<file path="config.mk">
export PLATFORM = sky130hd
export DESIGN_NAME = tcr_timing_config_regs
export DESIGN_NICKNAME = d
export VERILOG_FILES = /design/src/tcr_pkg.sv /design/src/tcr_timing_config_regs.sv /design/src/tcr_prescaler.sv /design/src/tcr_wdog_timeout.sv
export SDC_FILE = /design/constraint.sdc
export NUM_CORES = 1
export LEC_CHECK = 0
export ABC_CLOCK_PERIOD_IN_PS = 8600
export BUFFER_PORTS_ARGS = -buffer_cell sky130_fd_sc_hd__clkbuf_2
export CELL_PAD_IN_SITES_DETAIL_PLACEMENT = 1
export CELL_PAD_IN_SITES_GLOBAL_PLACEMENT = 2
export CORE_UTILIZATION = 37
export CTS_BUF_LIST = sky130_fd_sc_hd__clkbuf_8 sky130_fd_sc_hd__clkbuf_16
export CTS_CLUSTER_SIZE = 25
export DETAILED_ROUTE_END_ITERATION = 16
export PLACE_DENSITY = 0.92
export SLEW_MARGIN = 20
export SYNTH_ARGS = -nofsm -noshare
export SYNTH_HDL_FRONTEND = slang
export SYNTH_SLANG_ARGS = --single-unit
</file>
<file path="constraint.sdc">
create_clock -name clock_in -period 8.6 [get_ports clock_in]
set_clock_uncertainty 0.1 [all_clocks]
set_input_delay 0.86 -clock clock_in [delete_from_list [all_inputs] [get_ports clock_in]]
set_output_delay 0.86 -clock clock_in [all_outputs]
set_load 0.05 [all_outputs]
</file>
<file path="src/tcr_pkg.sv">
package tcr_pkg;
   // ----------------------------------------
   // Register offsets
   // ----------------------------------------
   localparam logic [7:0] TCR_ADDR_TIMER1_UPPER = 8'h8d;
   localparam logic [7:0] TCR_ADDR_CLOCK_STRETCH = 8'h8e;
   localparam logic [7:0] TCR_ADDR_PORT0_PULLUP = 8'h8f;
   localparam logic [7:0] TCR_ADDR_PORT1 = 8'h90;
   localparam logic [7:0] TCR_ADDR_IRQ_STATUS = 8'hf0;
   localparam logic [7:0] TCR_ADDR_IRQ_ENABLE = 8'hf1;
   localparam logic [7:0] TCR_ADDR_IRQ_CLEAR = 8'hf2;
   // ----------------------------------------
   // Field positions
   // ----------------------------------------
   localparam int TCR_WDOG_HI_BIT = 7;
   localparam int TCR_WDOG_LO_BIT = 6;
   localparam int TCR_T2_SEL_BIT = 5;
   localparam int TCR_T1_SEL_BIT = 4;
   localparam int TCR_T0_SEL_BIT = 3;
   localparam int TCR_STRETCH_MSB = 2;
   localparam int TCR_PULLUP_BIT = 0;
   localparam int TCR_T2_COUNT_PIN = 1;
   localparam int TCR_T2_TRIG_PIN = 0;
   localparam int TCR_IRQ_WDOG_INT = 0;
   localparam int TCR_IRQ_WDOG_RST = 1;
   localparam int TCR_IRQ_MOVE_DONE = 2;
   // ----------------------------------------
   // Reset values
   // ----------------------------------------
   localparam logic [7:0] TCR_RST_CLOCK_STRETCH = 8'h01;
   localparam logic [7:0] TCR_RST_PORT0_PULLUP = 8'h00;
   localparam logic [7:0] TCR_RST_PORT1 = 8'hff;
   localparam logic [7:0] TCR_RST_TIMER1_UPPER = 8'h00;
   localparam logic [2:0] TCR_RST_IRQ = 3'h0;
   // ----------------------------------------
   // Timing counts
   // ----------------------------------------
   localparam int TCR_WDOG_RESET_EXTRA = 512;
   localparam logic [4:0] TCR_WDOG_EXP0 = 5'h11;
   localparam logic [4:0] TCR_WDOG_EXP1 = 5'h14;
   localparam logic [4:0] TCR_WDOG_EXP2 = 5'h17;
   localparam logic [4:0] TCR_WDOG_EXP3 = 5'h1a;
   localparam logic [3:0] TCR_DIV_FAST = 4'h4;
   localparam logic [3:0] TCR_DIV_SLOW = 4'hc;
   localparam logic [3:0] TCR_MOVE_BASE_CYCLES = 4'h2;
   // ----------------------------------------
   // Types
   // ----------------------------------------
   typedef enum logic [1:0] {
      TCR_MV_IDLE = 2'b00,
      TCR_MV_STROBE = 2'b01,
      TCR_MV_DONE = 2'b10
   } tcr_move_state_t;

   // Interrupt time-out as a 27-bit count
   function automatic logic [26:0] tcr_wdog_timeout(input logic [1:0] code);
      logic [4:0] e;
      e = TCR_WDOG_EXP0;
      case (code)
         2'b00: e = TCR_WDOG_EXP0;
         2'b01: e = TCR_WDOG_EXP1;
         2'b10: e = TCR_WDOG_EXP2;
         2'b11: e = TCR_WDOG_EXP3;
         default: e = TCR_WDOG_EXP0;
      endcase
      return 27'h1 << e;
   endfunction
endpackage

</file>
<file path="src/tcr_timing_config_regs.sv">
`timescale 1ns/100ps
`default_nettype none
module tcr_timing_config_regs (
   input wire logic clock_in,
   input wire logic reset_in,
   input wire logic clock_enable_in,
   input wire logic [7:0] reg_addr_in,
   input wire logic [7:0] reg_wdata_in,
   input wire logic reg_write_in,
   input wire logic reg_read_in,
   input wire logic reg_rmw_in,
   output logic [7:0] reg_rdata_out,
   input wire logic [7:0] timer1_count_hi_in,
   input wire logic timer1_count_hi_load_in,
   input wire logic wdog_kick_in,
   input wire logic move_start_in,
   input wire logic move_write_in,
   input wire logic move_onchip_in,
   input wire logic machine_cycle_in,
   output logic move_rd_n_out,
   output logic move_wr_n_out,
   output logic move_busy_out,
   input wire logic [7:0] port1_pins_in,
   output logic [7:0] port1_drive_out,
   output logic [7:0] analog_input_channels_out,
   output logic timer2_count_pin_out,
   output logic timer2_capture_trigger_out,
   output logic port0_pullup_enable_out,
   output logic timer0_tick_out,
   output logic timer1_tick_out,
   output logic timer2_tick_out,
   output logic wdog_int_timeout_out,
   output logic wdog_rst_timeout_out,
   output logic irq_out
);
   // ----------------------------------------
   // Registers
   // ----------------------------------------
   logic [7:0] clock_stretch_ctrl_r;
   logic [7:0] port0_pullup_reg_r;
   logic [7:0] port1_latch_r;
   logic [7:0] timer1_upper_count_r;
   logic [7:0] reg_rdata_r;
   logic [2:0] irq_status_r;
   logic [2:0] irq_enable_r;
   logic [7:0] pins_meta_r;
   logic [7:0] pins_sync_r;

   wire ce = clock_enable_in;
   wire wr_timer1 = reg_write_in && reg_addr_in == tcr_pkg::TCR_ADDR_TIMER1_UPPER;
   wire wr_clock = reg_write_in && reg_addr_in == tcr_pkg::TCR_ADDR_CLOCK_STRETCH;
   wire wr_pullup = reg_write_in && reg_addr_in == tcr_pkg::TCR_ADDR_PORT0_PULLUP;
   wire wr_port1 = reg_write_in && reg_addr_in == tcr_pkg::TCR_ADDR_PORT1;
   wire wr_irq_en = reg_write_in && reg_addr_in == tcr_pkg::TCR_ADDR_IRQ_ENABLE;
   wire wr_irq_clr = reg_write_in && reg_addr_in == tcr_pkg::TCR_ADDR_IRQ_CLEAR;

   // ----------------------------------------
   // Register writes
   // ----------------------------------------
   always_ff @(posedge clock_in) begin
      if (reset_in) begin
         clock_stretch_ctrl_r <= tcr_pkg::TCR_RST_CLOCK_STRETCH;
         port0_pullup_reg_r <= tcr_pkg::TCR_RST_PORT0_PULLUP;
         port1_latch_r <= tcr_pkg::TCR_RST_PORT1;
         irq_enable_r <= tcr_pkg::TCR_RST_IRQ;
      end else if (ce) begin
         if (wr_clock) begin
            clock_stretch_ctrl_r <= reg_wdata_in;
         end
         if (wr_pullup) begin
            port0_pullup_reg_r <= {7'h00, reg_wdata_in[tcr_pkg::TCR_PULLUP_BIT]};
         end
         if (wr_port1) begin
            port1_latch_r <= reg_wdata_in;
         end
         if (wr_irq_en) begin
            irq_enable_r <= reg_wdata_in[2:0];
         end
      end
   end

   // Software write wins over a timer load in the same cycle
   always_ff @(posedge clock_in) begin
      if (reset_in) begin
         timer1_upper_count_r <= tcr_pkg::TCR_RST_TIMER1_UPPER;
      end else if (ce) begin
         if (wr_timer1) begin
            timer1_upper_count_r <= reg_wdata_in;
         end else if (timer1_count_hi_load_in) begin
            timer1_upper_count_r <= timer1_count_hi_in;
         end
      end
   end

   // ----------------------------------------
   // Pin synchroniser
   // ----------------------------------------
   always_ff @(posedge clock_in) begin
      if (reset_in) begin
         pins_meta_r <= 8'h00;
         pins_sync_r <= 8'h00;
      end else if (ce) begin
         pins_meta_r <= port1_pins_in;
         pins_sync_r <= pins_meta_r;
      end
   end

   // ----------------------------------------
   // Read mux
   // ----------------------------------------
   wire [7:0] port1_read = reg_rmw_in ? port1_latch_r : pins_sync_r;
   logic [7:0] rdata_nxt;
   always_comb begin
      case (reg_addr_in)
         tcr_pkg::TCR_ADDR_TIMER1_UPPER: rdata_nxt = timer1_upper_count_r;
         tcr_pkg::TCR_ADDR_CLOCK_STRETCH: rdata_nxt = clock_stretch_ctrl_r;
         tcr_pkg::TCR_ADDR_PORT0_PULLUP: rdata_nxt = port0_pullup_reg_r;
         tcr_pkg::TCR_ADDR_PORT1: rdata_nxt = port1_read;
         tcr_pkg::TCR_ADDR_IRQ_STATUS: rdata_nxt = {5'h00, irq_status_r};
         tcr_pkg::TCR_ADDR_IRQ_ENABLE: rdata_nxt = {5'h00, irq_enable_r};
         default: rdata_nxt = 8'h00;
      endcase
   end
   always_ff @(posedge clock_in) begin
      if (reset_in) begin
         reg_rdata_r <= 8'h00;
      end else if (ce) begin
         reg_rdata_r <= reg_read_in ? rdata_nxt : 8'h00;
      end
   end
   assign reg_rdata_out = reg_rdata_r;

   // ----------------------------------------
   // Port pins and alternate functions
   // ----------------------------------------
   assign port1_drive_out = port1_latch_r;
   assign analog_input_channels_out = pins_sync_r;
   assign timer2_count_pin_out = pins_sync_r[tcr_pkg::TCR_T2_COUNT_PIN];
   assign timer2_capture_trigger_out = pins_sync_r[tcr_pkg::TCR_T2_TRIG_PIN];
   assign port0_pullup_enable_out = port0_pullup_reg_r[tcr_pkg::TCR_PULLUP_BIT];

   // ----------------------------------------
   // Timer prescalers
   // ----------------------------------------
   tcr_prescaler u_pre0 (
      .clock_in(clock_in),
      .reset_in(reset_in),
      .enable_in(ce),
      .fast_sel_in(clock_stretch_ctrl_r[tcr_pkg::TCR_T0_SEL_BIT]),
      .tick_out(timer0_tick_out)
   );
   tcr_prescaler u_pre1 (
      .clock_in(clock_in),
      .reset_in(reset_in),
      .enable_in(ce),
      .fast_sel_in(clock_stretch_ctrl_r[tcr_pkg::TCR_T1_SEL_BIT]),
      .tick_out(timer1_tick_out)
   );
   tcr_prescaler u_pre2 (
      .clock_in(clock_in),
      .reset_in(reset_in),
      .enable_in(ce),
      .fast_sel_in(clock_stretch_ctrl_r[tcr_pkg::TCR_T2_SEL_BIT]),
      .tick_out(timer2_tick_out)
   );

   // ----------------------------------------
   // Watchdog time-outs
   // ----------------------------------------
   wire [1:0] wdog_sel = {clock_stretch_ctrl_r[tcr_pkg::TCR_WDOG_HI_BIT],
                          clock_stretch_ctrl_r[tcr_pkg::TCR_WDOG_LO_BIT]};
   tcr_wdog_timeout u_wdog (
      .clock_in(clock_in),
      .reset_in(reset_in),
      .enable_in(ce),
      .kick_in(wdog_kick_in),
      .period_sel_in(wdog_sel),
      .int_timeout_out(wdog_int_timeout_out),
      .rst_timeout_out(wdog_rst_timeout_out)
   );

   // ----------------------------------------
   // External data move strobe stretch
   // ----------------------------------------
   tcr_pkg::tcr_move_state_t mv_state_r;
   tcr_pkg::tcr_move_state_t mv_state_nxt;
   logic [3:0] mv_left_r;
   logic [3:0] mv_left_nxt;
   logic mv_is_write_r;
   logic mv_strobe_r;
   wire [2:0] stretch = clock_stretch_ctrl_r[tcr_pkg::TCR_STRETCH_MSB:0];
   // On-chip SRAM needs no extra cycles
   wire [3:0] mv_len = move_onchip_in ? tcr_pkg::TCR_MOVE_BASE_CYCLES
                       : tcr_pkg::TCR_MOVE_BASE_CYCLES + {1'b0, stretch};
   always_comb begin
      mv_state_nxt = mv_state_r;
      mv_left_nxt = mv_left_r;
      case (mv_state_r)
         tcr_pkg::TCR_MV_IDLE: begin
            if (move_start_in) begin
               mv_state_nxt = tcr_pkg::TCR_MV_STROBE;
               mv_left_nxt = mv_len;
            end
         end
         tcr_pkg::TCR_MV_STROBE: begin
            if (machine_cycle_in) begin
               mv_left_nxt = mv_left_r - 4'h1;
               if (mv_left_r == 4'h1) begin
                  mv_state_nxt = tcr_pkg::TCR_MV_DONE;
               end
            end
         end
         tcr_pkg::TCR_MV_DONE: mv_state_nxt = tcr_pkg::TCR_MV_IDLE;
         default: mv_state_nxt = tcr_pkg::TCR_MV_IDLE;
      endcase
   end
   always_ff @(posedge clock_in) begin
      if (reset_in) begin
         mv_state_r <= tcr_pkg::TCR_MV_IDLE;
         mv_left_r <= 4'h0;
         mv_is_write_r <= 1'b0;
         mv_strobe_r <= 1'b0;
      end else if (ce) begin
         mv_state_r <= mv_state_nxt;
         mv_left_r <= mv_left_nxt;
         mv_strobe_r <= (mv_state_nxt == tcr_pkg::TCR_MV_STROBE) && !move_onchip_in;
         if (mv_state_r == tcr_pkg::TCR_MV_IDLE && move_start_in) begin
            mv_is_write_r <= move_write_in;
         end
      end
   end
   // Strobes only reach the pins for off-chip targets
   assign move_rd_n_out = ~(mv_strobe_r & ~mv_is_write_r);
   assign move_wr_n_out = ~(mv_strobe_r & mv_is_write_r);
   assign move_busy_out = (mv_state_r == tcr_pkg::TCR_MV_STROBE);

   // ----------------------------------------
   // Interrupt status
   // ----------------------------------------
   wire [2:0] irq_events = {mv_state_r == tcr_pkg::TCR_MV_DONE,
                            wdog_rst_timeout_out, wdog_int_timeout_out};
   wire [2:0] irq_clear = wr_irq_clr ? reg_wdata_in[2:0] : 3'h0;
   // Set beats clear in the same cycle
   always_ff @(posedge clock_in) begin
      if (reset_in) begin
         irq_status_r <= tcr_pkg::TCR_RST_IRQ;
      end else if (ce) begin
         irq_status_r <= (irq_status_r & ~irq_clear) | irq_events;
      end
   end
   assign irq_out = |(irq_status_r & irq_enable_r);
endmodule
`default_nettype wire

</file>
<file path="src/tcr_prescaler.sv">
`timescale 1ns/100ps
`default_nettype none
module tcr_prescaler (
   input wire logic clock_in,
   input wire logic reset_in,
   input wire logic enable_in,
   input wire logic fast_sel_in,
   output logic tick_out
);
   logic [3:0] count_r;
   logic [3:0] count_nxt;
   wire [3:0] limit = fast_sel_in ? tcr_pkg::TCR_DIV_FAST : tcr_pkg::TCR_DIV_SLOW;
   wire wrap = (count_r >= limit - 4'h1);
   assign count_nxt = wrap ? 4'h0 : count_r + 4'h1;
   // One tick per 4 or 12 clocks
   assign tick_out = enable_in & wrap;
   always_ff @(posedge clock_in) begin
      if (reset_in) begin
         count_r <= 4'h0;
      end else if (enable_in) begin
         count_r <= count_nxt;
      end
   end
endmodule
`default_nettype wire

</file>
<file path="src/tcr_wdog_timeout.sv">
`timescale 1ns/100ps
`default_nettype none
module tcr_wdog_timeout (
   input wire logic clock_in,
   input wire logic reset_in,
   input wire logic enable_in,
   input wire logic kick_in,
   input wire logic [1:0] period_sel_in,
   output logic int_timeout_out,
   output logic rst_timeout_out
);
   logic [27:0] count_r;
   wire [26:0] int_limit = tcr_pkg::tcr_wdog_timeout(period_sel_in);
   wire [27:0] int_at = {1'b0, int_limit};
   wire [27:0] rst_at = int_at + 28'(tcr_pkg::TCR_WDOG_RESET_EXTRA);
   // Pulses at the exact counts
   assign int_timeout_out = enable_in & (count_r == int_at);
   assign rst_timeout_out = enable_in & (count_r == rst_at);
   // Parks one past the reset count, so each time-out is a single pulse
   always_ff @(posedge clock_in) begin
      if (reset_in) begin
         count_r <= 28'h0;
      end else if (enable_in && kick_in) begin
         count_r <= 28'h0;
      end else if (enable_in && count_r <= rst_at) begin
         count_r <= count_r + 28'h1;
      end
   end
endmodule
`default_nettype wire

</file>
==> results of run 1 <==
[metal layers]
layer	up-vias	track usage (%)	part of all wire, %
met5	-	0	0
met4	0	5.86	1.3
met3	12	5.26	4.3
met2	96	36.3	50
met1	2313	25.3	45
li1	2338	-	-
[power breakdown]
group          switching, W  internal [W]
Combinational     0.0000541     0.0000282
Sequential       0.00000836      0.000487
Clock              0.000215      0.000209
[final timing paths]
path / startpoint / end / slack, ns / cells past startpoint
max: clock_stretch_ctrl_r[6]$_SDFFE_PP0P_ / wdog_int_timeout_out / 4.20 / 9
min: reg_rdata_out[5]$_SDFFE_PP0P_ / reg_rdata_out[5]$_SDFFE_PP0P_ / 0.37 / 2
max reg2reg: clock_stretch_ctrl_r[6]$_SDFFE_PP0P_ / u_wdog.count_r[25]$_SDFFE_PP0P_ / 4.99 / 10
min reg2reg: reg_rdata_out[5]$_SDFFE_PP0P_ / reg_rdata_out[5]$_SDFFE_PP0P_ / 0.37 / 2
[flip-flops by register name, summed over array words and instances (netlist names)]
register / flops
u_wdog.count_r: 28
analog_input_channels_out: 8
clock_stretch_ctrl_r: 8
pins_meta_r: 8
port1_drive_out: 8
reg_rdata_out: 8
timer1_upper_count_r: 8
mv_left_r: 4
u_pre0.count_r: 4
u_pre1.count_r: 4
u_pre2.count_r: 4
irq_enable_r: 3
irq_status_r: 3
mv_state_r: 2
mv_is_write_r: 1
mv_strobe_r: 1
port0_pullup_reg_r: 1
[final cells by class]
| type | instances | area (um^2) | share of cell area (%) |
|---|---|---|---|
| Clock buffer | 9 | 225 | 3.71 |
| Clock inverter | 7 | 86.3 | 1.42 |
| Inverter | 16 | 60.1 | 0.989 |
| Multi-Input combinational cell | 466 | 3000 | 49.3 |
| Sequential cell | 103 | 2060 | 34.0 |
| Tap cell | 180 | 225 | 3.71 |
| Timing Repair Buffer | 82 | 418 | 6.88 |
[per-stage QoR]
| step | setup WS, ns | cells | utilization [%] | instance area [um^2] | total power, W |
|---|---|---|---|---|---|
| after CTS | 4.17 | 863 | 43.8 | 6070 | 0.00101 |
| after global routing | 3.96 | 863 | 43.8 | 6070 | 0.00104 |
| after detailed placement | 4.55 | 847 | 41.5 | 5760 | 0.000589 |
| after floorplan | 3.98 | 620 | - | 5280 | 0.000560 |
| final | 4.20 | 863 | 43.8 | 6070 | 0.00100 |
| after global placement | 4.75 | 847 | 41.5 | 5760 | 0.000585 |
[cell families after synthesis]
| logic type | count (synthesis) | synth area share [%] |
|---|---|---|
| DFF | 103 | 39.1 |
| buffers and inverters | 51 | 4.15 |
| other | 1 | 0.0711 |
| adders and majority gates | 28 | 6.64 |
| AOI/OAI and AO/OA | 124 | 15.6 |
| and+or+nand+nor | 262 | 25.1 |
| muxes | 40 | 7.59 |
| xor gates and xnor gates | 11 | 1.83 |
[worst register-to-register path, cell delays in order (launching register included)]
cell	delay, ns
dfxtp_1	0.43
inv_1	0.12
ha_1	0.32
or3_1	0.32
ha_1	0.31
a21o_1	0.18
a2111oi_0	0.48
a211o_2	0.31
nand3_4	0.23
or4_1	0.56
a21oi_1	0.18
[cells in the mapped netlist (8+ instances only)]
| library cell | number | share of area (%) |
|---|---|---|
| a21oi_1 | 44 | 4.2 |
| a311oi_1 | 8 | 1.3 |
| nor2_1 | 78 | 5.5 |
| ha_1 | 28 | 6.6 |
| mux2i_1 | 40 | 7.6 |
| nand4_1 | 15 | 1.8 |
| inv_1 | 15 | 1.1 |
| or4_1 | 9 | 1.3 |
| nand2b_1 | 8 | 0.95 |
| nor3_1 | 16 | 1.5 |
| o21ai_0 | 24 | 2.3 |
| nor2b_1 | 8 | 0.95 |
| dfxtp_1 | 103 | 39 |
| and3_1 | 8 | 0.95 |
| or3_1 | 12 | 1.4 |
| nand2_1 | 57 | 4.1 |
| xor2_1 | 10 | 1.7 |
| clkbuf_1 | 23 | 1.6 |
| a211o_1 | 9 | 1.5 |
| nand3_1 | 20 | 1.9 |
==> out/qor.txt, run 1 <==
Syn-to-layout area delta: 15.1%
Inserted Clock Buffers: 9
Vias: 4759
Pwr/cell area: 165 mW/mm^2
Worst EP required: 7.64 ns
Die area: 0.0147 mm^2
Final hold viol count: 0
Antenna violations before repair: 0
Mapped Nets: 692
Mapped Area: 0.00528 mm^2
Peak Freq: 227 MHz
Crit end category: output port
Crit-path slowest cell: nor4b_1
Fin crit period: 4.40 ns
CTS tree: built
RSZ-0062 raised after global routing: no
Post-route ant nets: 0
Most frequent cells in the layout: 103 x dfxtp_1, 79 x clkbuf_2, 78 x nor2_1
Largest net degree at the start of global routing: 74
Placer congestion estimate: 0.819
Max H-tree Level: 3
Cell Rows: 43
Synth Register Bits: 103
CTS max path bufs: 2
WP buf/inv: 2
CP Launch Type: flop
Worst hold path class: flop to flop
Worst skew pair latency: 0.37 ns
GRT Residual Overflow: 0
FILL cells: 1702
DRC viols: 0
Mapped Avg Cell Area: 8.51 um^2
Total iterations of the first detailed-routing run: 4
Post-CTS setup buffers: 0
Ys Warns: 0
Register area share after synthesis: 39.1%
Post-CTS sizing: 0
WL/cell: 17.1 um
Final setup TNS: 0 ns
Predominant post-synthesis flop cell: dfxtp_1
Ys async rst share: 0%
Count of nets after finishing: 750
Final hold slack: 0.369 ns
Detailed router's first-iteration violation count: 233
Synth cell types: 60
Vias in the first global route: 4775
Core area: 0.0139 mm^2
WP data arrival: 3.44 ns
Max cap viols: 0
I/O pin count: 80
Crit Path Category: flop to output port
Final max-slew violation count: 0
Cells after synthesis: 620
Slew HR: 41.1%
Leakage: 2.50 nW
Post-synth EDFFs: 0
CTS root buffer: clkbuf_16
CTS clk-pin slew, worst paths: 0.08 ns
Status: finished clean
Slew @ Worst Pin: 0.883 ns
# port buffers: 79
Worst VDD drop: 0.127 mV
Initial Util: 38.0%
Diode count: 0
Routed WL: 14800 um
Die height: 121 um
Fin crit share: 51.1%
Crit-path cells: inv_1 > ha_1 > or3_1 > ha_1 > nor4b_1 > nand3_1 > nor3_1 > nor4b_1 > clkbuf_2
Hpwl dp: 10800 um
Commonest non-fill, non-tap cell in the layout: dfxtp_1
Via-per-instance ratio: 5.51
First-pass GRT wire length: 24000 um
Setup Viol. Count Final: 0
Slowest stage delay, CP: 0.51 ns
Die W: 121 um
CTS hold repair buffers: 0
Crit path max fanout: 6
Share of cells above drive strength 1: 16.1%
CP top delay family: simple AND/OR/NAND/NOR gates
GRT Resource Usage Total: 20.9%
Clock sink total: 103
Power figures use the tool's default switching activity.
==> run 2: changes to the inputs <==
- ABC_CLOCK_PERIOD_IN_PS: 8600 -> 4100
- CORE_UTILIZATION: 37 -> 34
- PLACE_DENSITY: 0.92 -> 0.86
- clock period: 8.6 -> 4.1 ns (I/O delays scaled with it)
==> run 2 against run 1 <==
  * Die area rose by 8.7%
  * Sequential power increased by 110%
  * Worst hold slack got worse by 0.18 ns
  * Cell area up 0.84%
  * Power is 120% higher
  * Core utilization fell by 3.5 points
  * Flip-flop and latch count did not move
  * Global-route usage decreased by 1.4 points
  * Register-to-register slack got worse by 4.5 ns
  * Non-clock buffer count rose by 1
  * Count of clock-buffer cells in the layout unchanged
  * Sequential share of layout area is 0.28 points lower
==> out/qor.txt, run 2 (synthesis gave the netlist of run 1 again) <==
Status: finished clean
Routed WL: 14900 um
CP Launch Type: flop
Worst hold path class: primary input to flop
Max cap viols: 0
Crit Path Category: flop to output port
Core area: 0.0152 mm^2
Diode count: 0
Largest Register: u_wdog.count_r
Max FFs per register: 28
Final max-slew violation count: 0
Fin crit share: 93.1%
Sw Ratio: 25.4%
Syn-to-layout area delta: 16.1%
Die area: 0.0160 mm^2
Area of the multi-input gates: 0.00300 mm^2
Final setup TNS: 0 ns
Clock sink total: 103
CTS tree: built
CTS hold repair buffers: 0
WL/cell: 17.1 um
Crit-path slowest cell: dfxtp_1
Final hold viol count: 0
Largest net degree at the start of global routing: 53
Final hold slack: 0.192 ns
Setup Viol. Count Final: 0
Cell Rows: 45
Worst skew pair latency: 0.36 ns
Die W: 127 um
Share of cells above drive strength 1: 16.4%
Via-per-instance ratio: 5.42
Post-CTS setup buffers: 0
Crit-path cells: inv_1 > ha_1 > or3_1 > ha_1 > nor4b_1 > nand3_1 > nor3_1 > nor4b_2 > clkbuf_2
FILL cells: 1837
Cell internal pwr: 0.00163 W
Hpwl dp: 11200 um
WP data arrival: 3.31 ns
Fin crit period: 3.82 ns
Crit end category: output port
WP buf/inv: 2
Pwr Total: 0.00219 W
Crit path max fanout: 6
CP top delay family: simple AND/OR/NAND/NOR gates
GRT Resource Usage Total: 19.5%
Placer congestion estimate: 0.798
Detailed router's first-iteration violation count: 210
Most frequent cells in the layout: 103 x dfxtp_1, 79 x clkbuf_2, 78 x nor2_1
Max H-tree Level: 3
Util after Layout: 40.3%
GRT Residual Overflow: 0
Clock Power Share: 44.4%
Most used cell, CP: ha_1
Gate power share: 8.0%
Antenna violations before repair: 0
Vias: 4727
Initial Util: 34.7%
First-pass GRT wire length: 24700 um
Post-place setup slack: 0.533 ns
Seq pwr share: 47.6%
Total iterations of the first detailed-routing run: 4
Die height: 127 um
Post-route ant nets: 0
P_sw: 0.000555 W
Inserted Clock Buffers: 9
# port buffers: 79
Leakage: 2.52 nW
Pwr/cell area: 357 mW/mm^2
I/O pin count: 80
Storage element area: 0.00206 mm^2
CTS clk-pin slew, worst paths: 0.07 ns
DRC viols: 0
Worst VDD drop: 0.203 mV
Setup ws final: 0.282 ns
Post-CTS sizing: 0
Slowest stage delay, CP: 0.44 ns
Vias in the first global route: 4923
RSZ-0062 raised after global routing: no
Count of nets after finishing: 751
Commonest non-fill, non-tap cell in the layout: dfxtp_1
Worst EP required: 3.59 ns
CTS max path bufs: 2
Slew HR: 44.9%
Peak Freq: 262 MHz
CTS root buffer: clkbuf_16
Slew @ Worst Pin: 0.819 ns
run 2: cell count changes in the layout (fill, tap and decap cells not counted):
cell / change
nor4b_2: +1
clkinv_8: -2
inv_6: -1
clkinv_4: +1
nor4b_1: -1
buf_4: +1
bufinv_16: +2
run 2: routing by layer:
layer / track usage (%) / routed length [um]
met1: 23.4 / 6760
met2: 34.6 / 7420
met3: 5.10 / 541
met5: 0 / 0
met4: 4.46 / 149
run 2: power groups by stage:
stage / clock network, W / logic (W) / registers, W
after detailed placement: 0 / 0.000176 / 0.00106
after floorplan: 0 / 0.000107 / 0.00107
final: 0.000972 / 0.000175 / 0.00104
after CTS: 0.00100 / 0.000177 / 0.00104
after global routing: 0.00103 / 0.000194 / 0.00104
after global placement: 0 / 0.000167 / 0.00106
run 2: final timing paths:
kind | start | to | slack [ns] | cells after the start
setup reg to reg | clock_stretch_ctrl_r[6]$_SDFFE_PP0P_ | u_wdog.count_r[23]$_SDFFE_PP0P_ | 0.53 | 10
hold reg to reg | reg_rdata_out[5]$_SDFFE_PP0P_ | reg_rdata_out[5]$_SDFFE_PP0P_ | 0.36 | 2
hold / removal | port1_pins_in[6] | pins_meta_r[6]$_SDFFE_PP0P_ | 0.19 | 3
setup / recovery | clock_stretch_ctrl_r[6]$_SDFFE_PP0P_ | wdog_int_timeout_out | 0.28 | 9
run 2: per-stage QoR:
stage	std cells	cell area, um^2
after floorplan	620	5280
after global placement	856	5790
after detailed placement	856	5790
after CTS	872	6120
after global routing	872	6120
final	872	6120
run 2: cell type report:
cell class	instances	share of cell area [%]
sequential	103	33.7
inverter	16	0.981
multi-input combinational	466	49.0
clock buffer	9	3.68
clock inverter	7	1.86
timing repair buffer	83	6.95
tap	188	3.84
run 2: worst reg2reg max path, stage by stage (launching register included):
cell	delay, ns
dfxtp_1	0.44
inv_1	0.12
ha_1	0.32
or3_1	0.32
ha_1	0.32
a21o_1	0.18
a2111oi_0	0.47
a211o_2	0.30
nand3_4	0.21
or4_1	0.57
a21oi_1	0.15
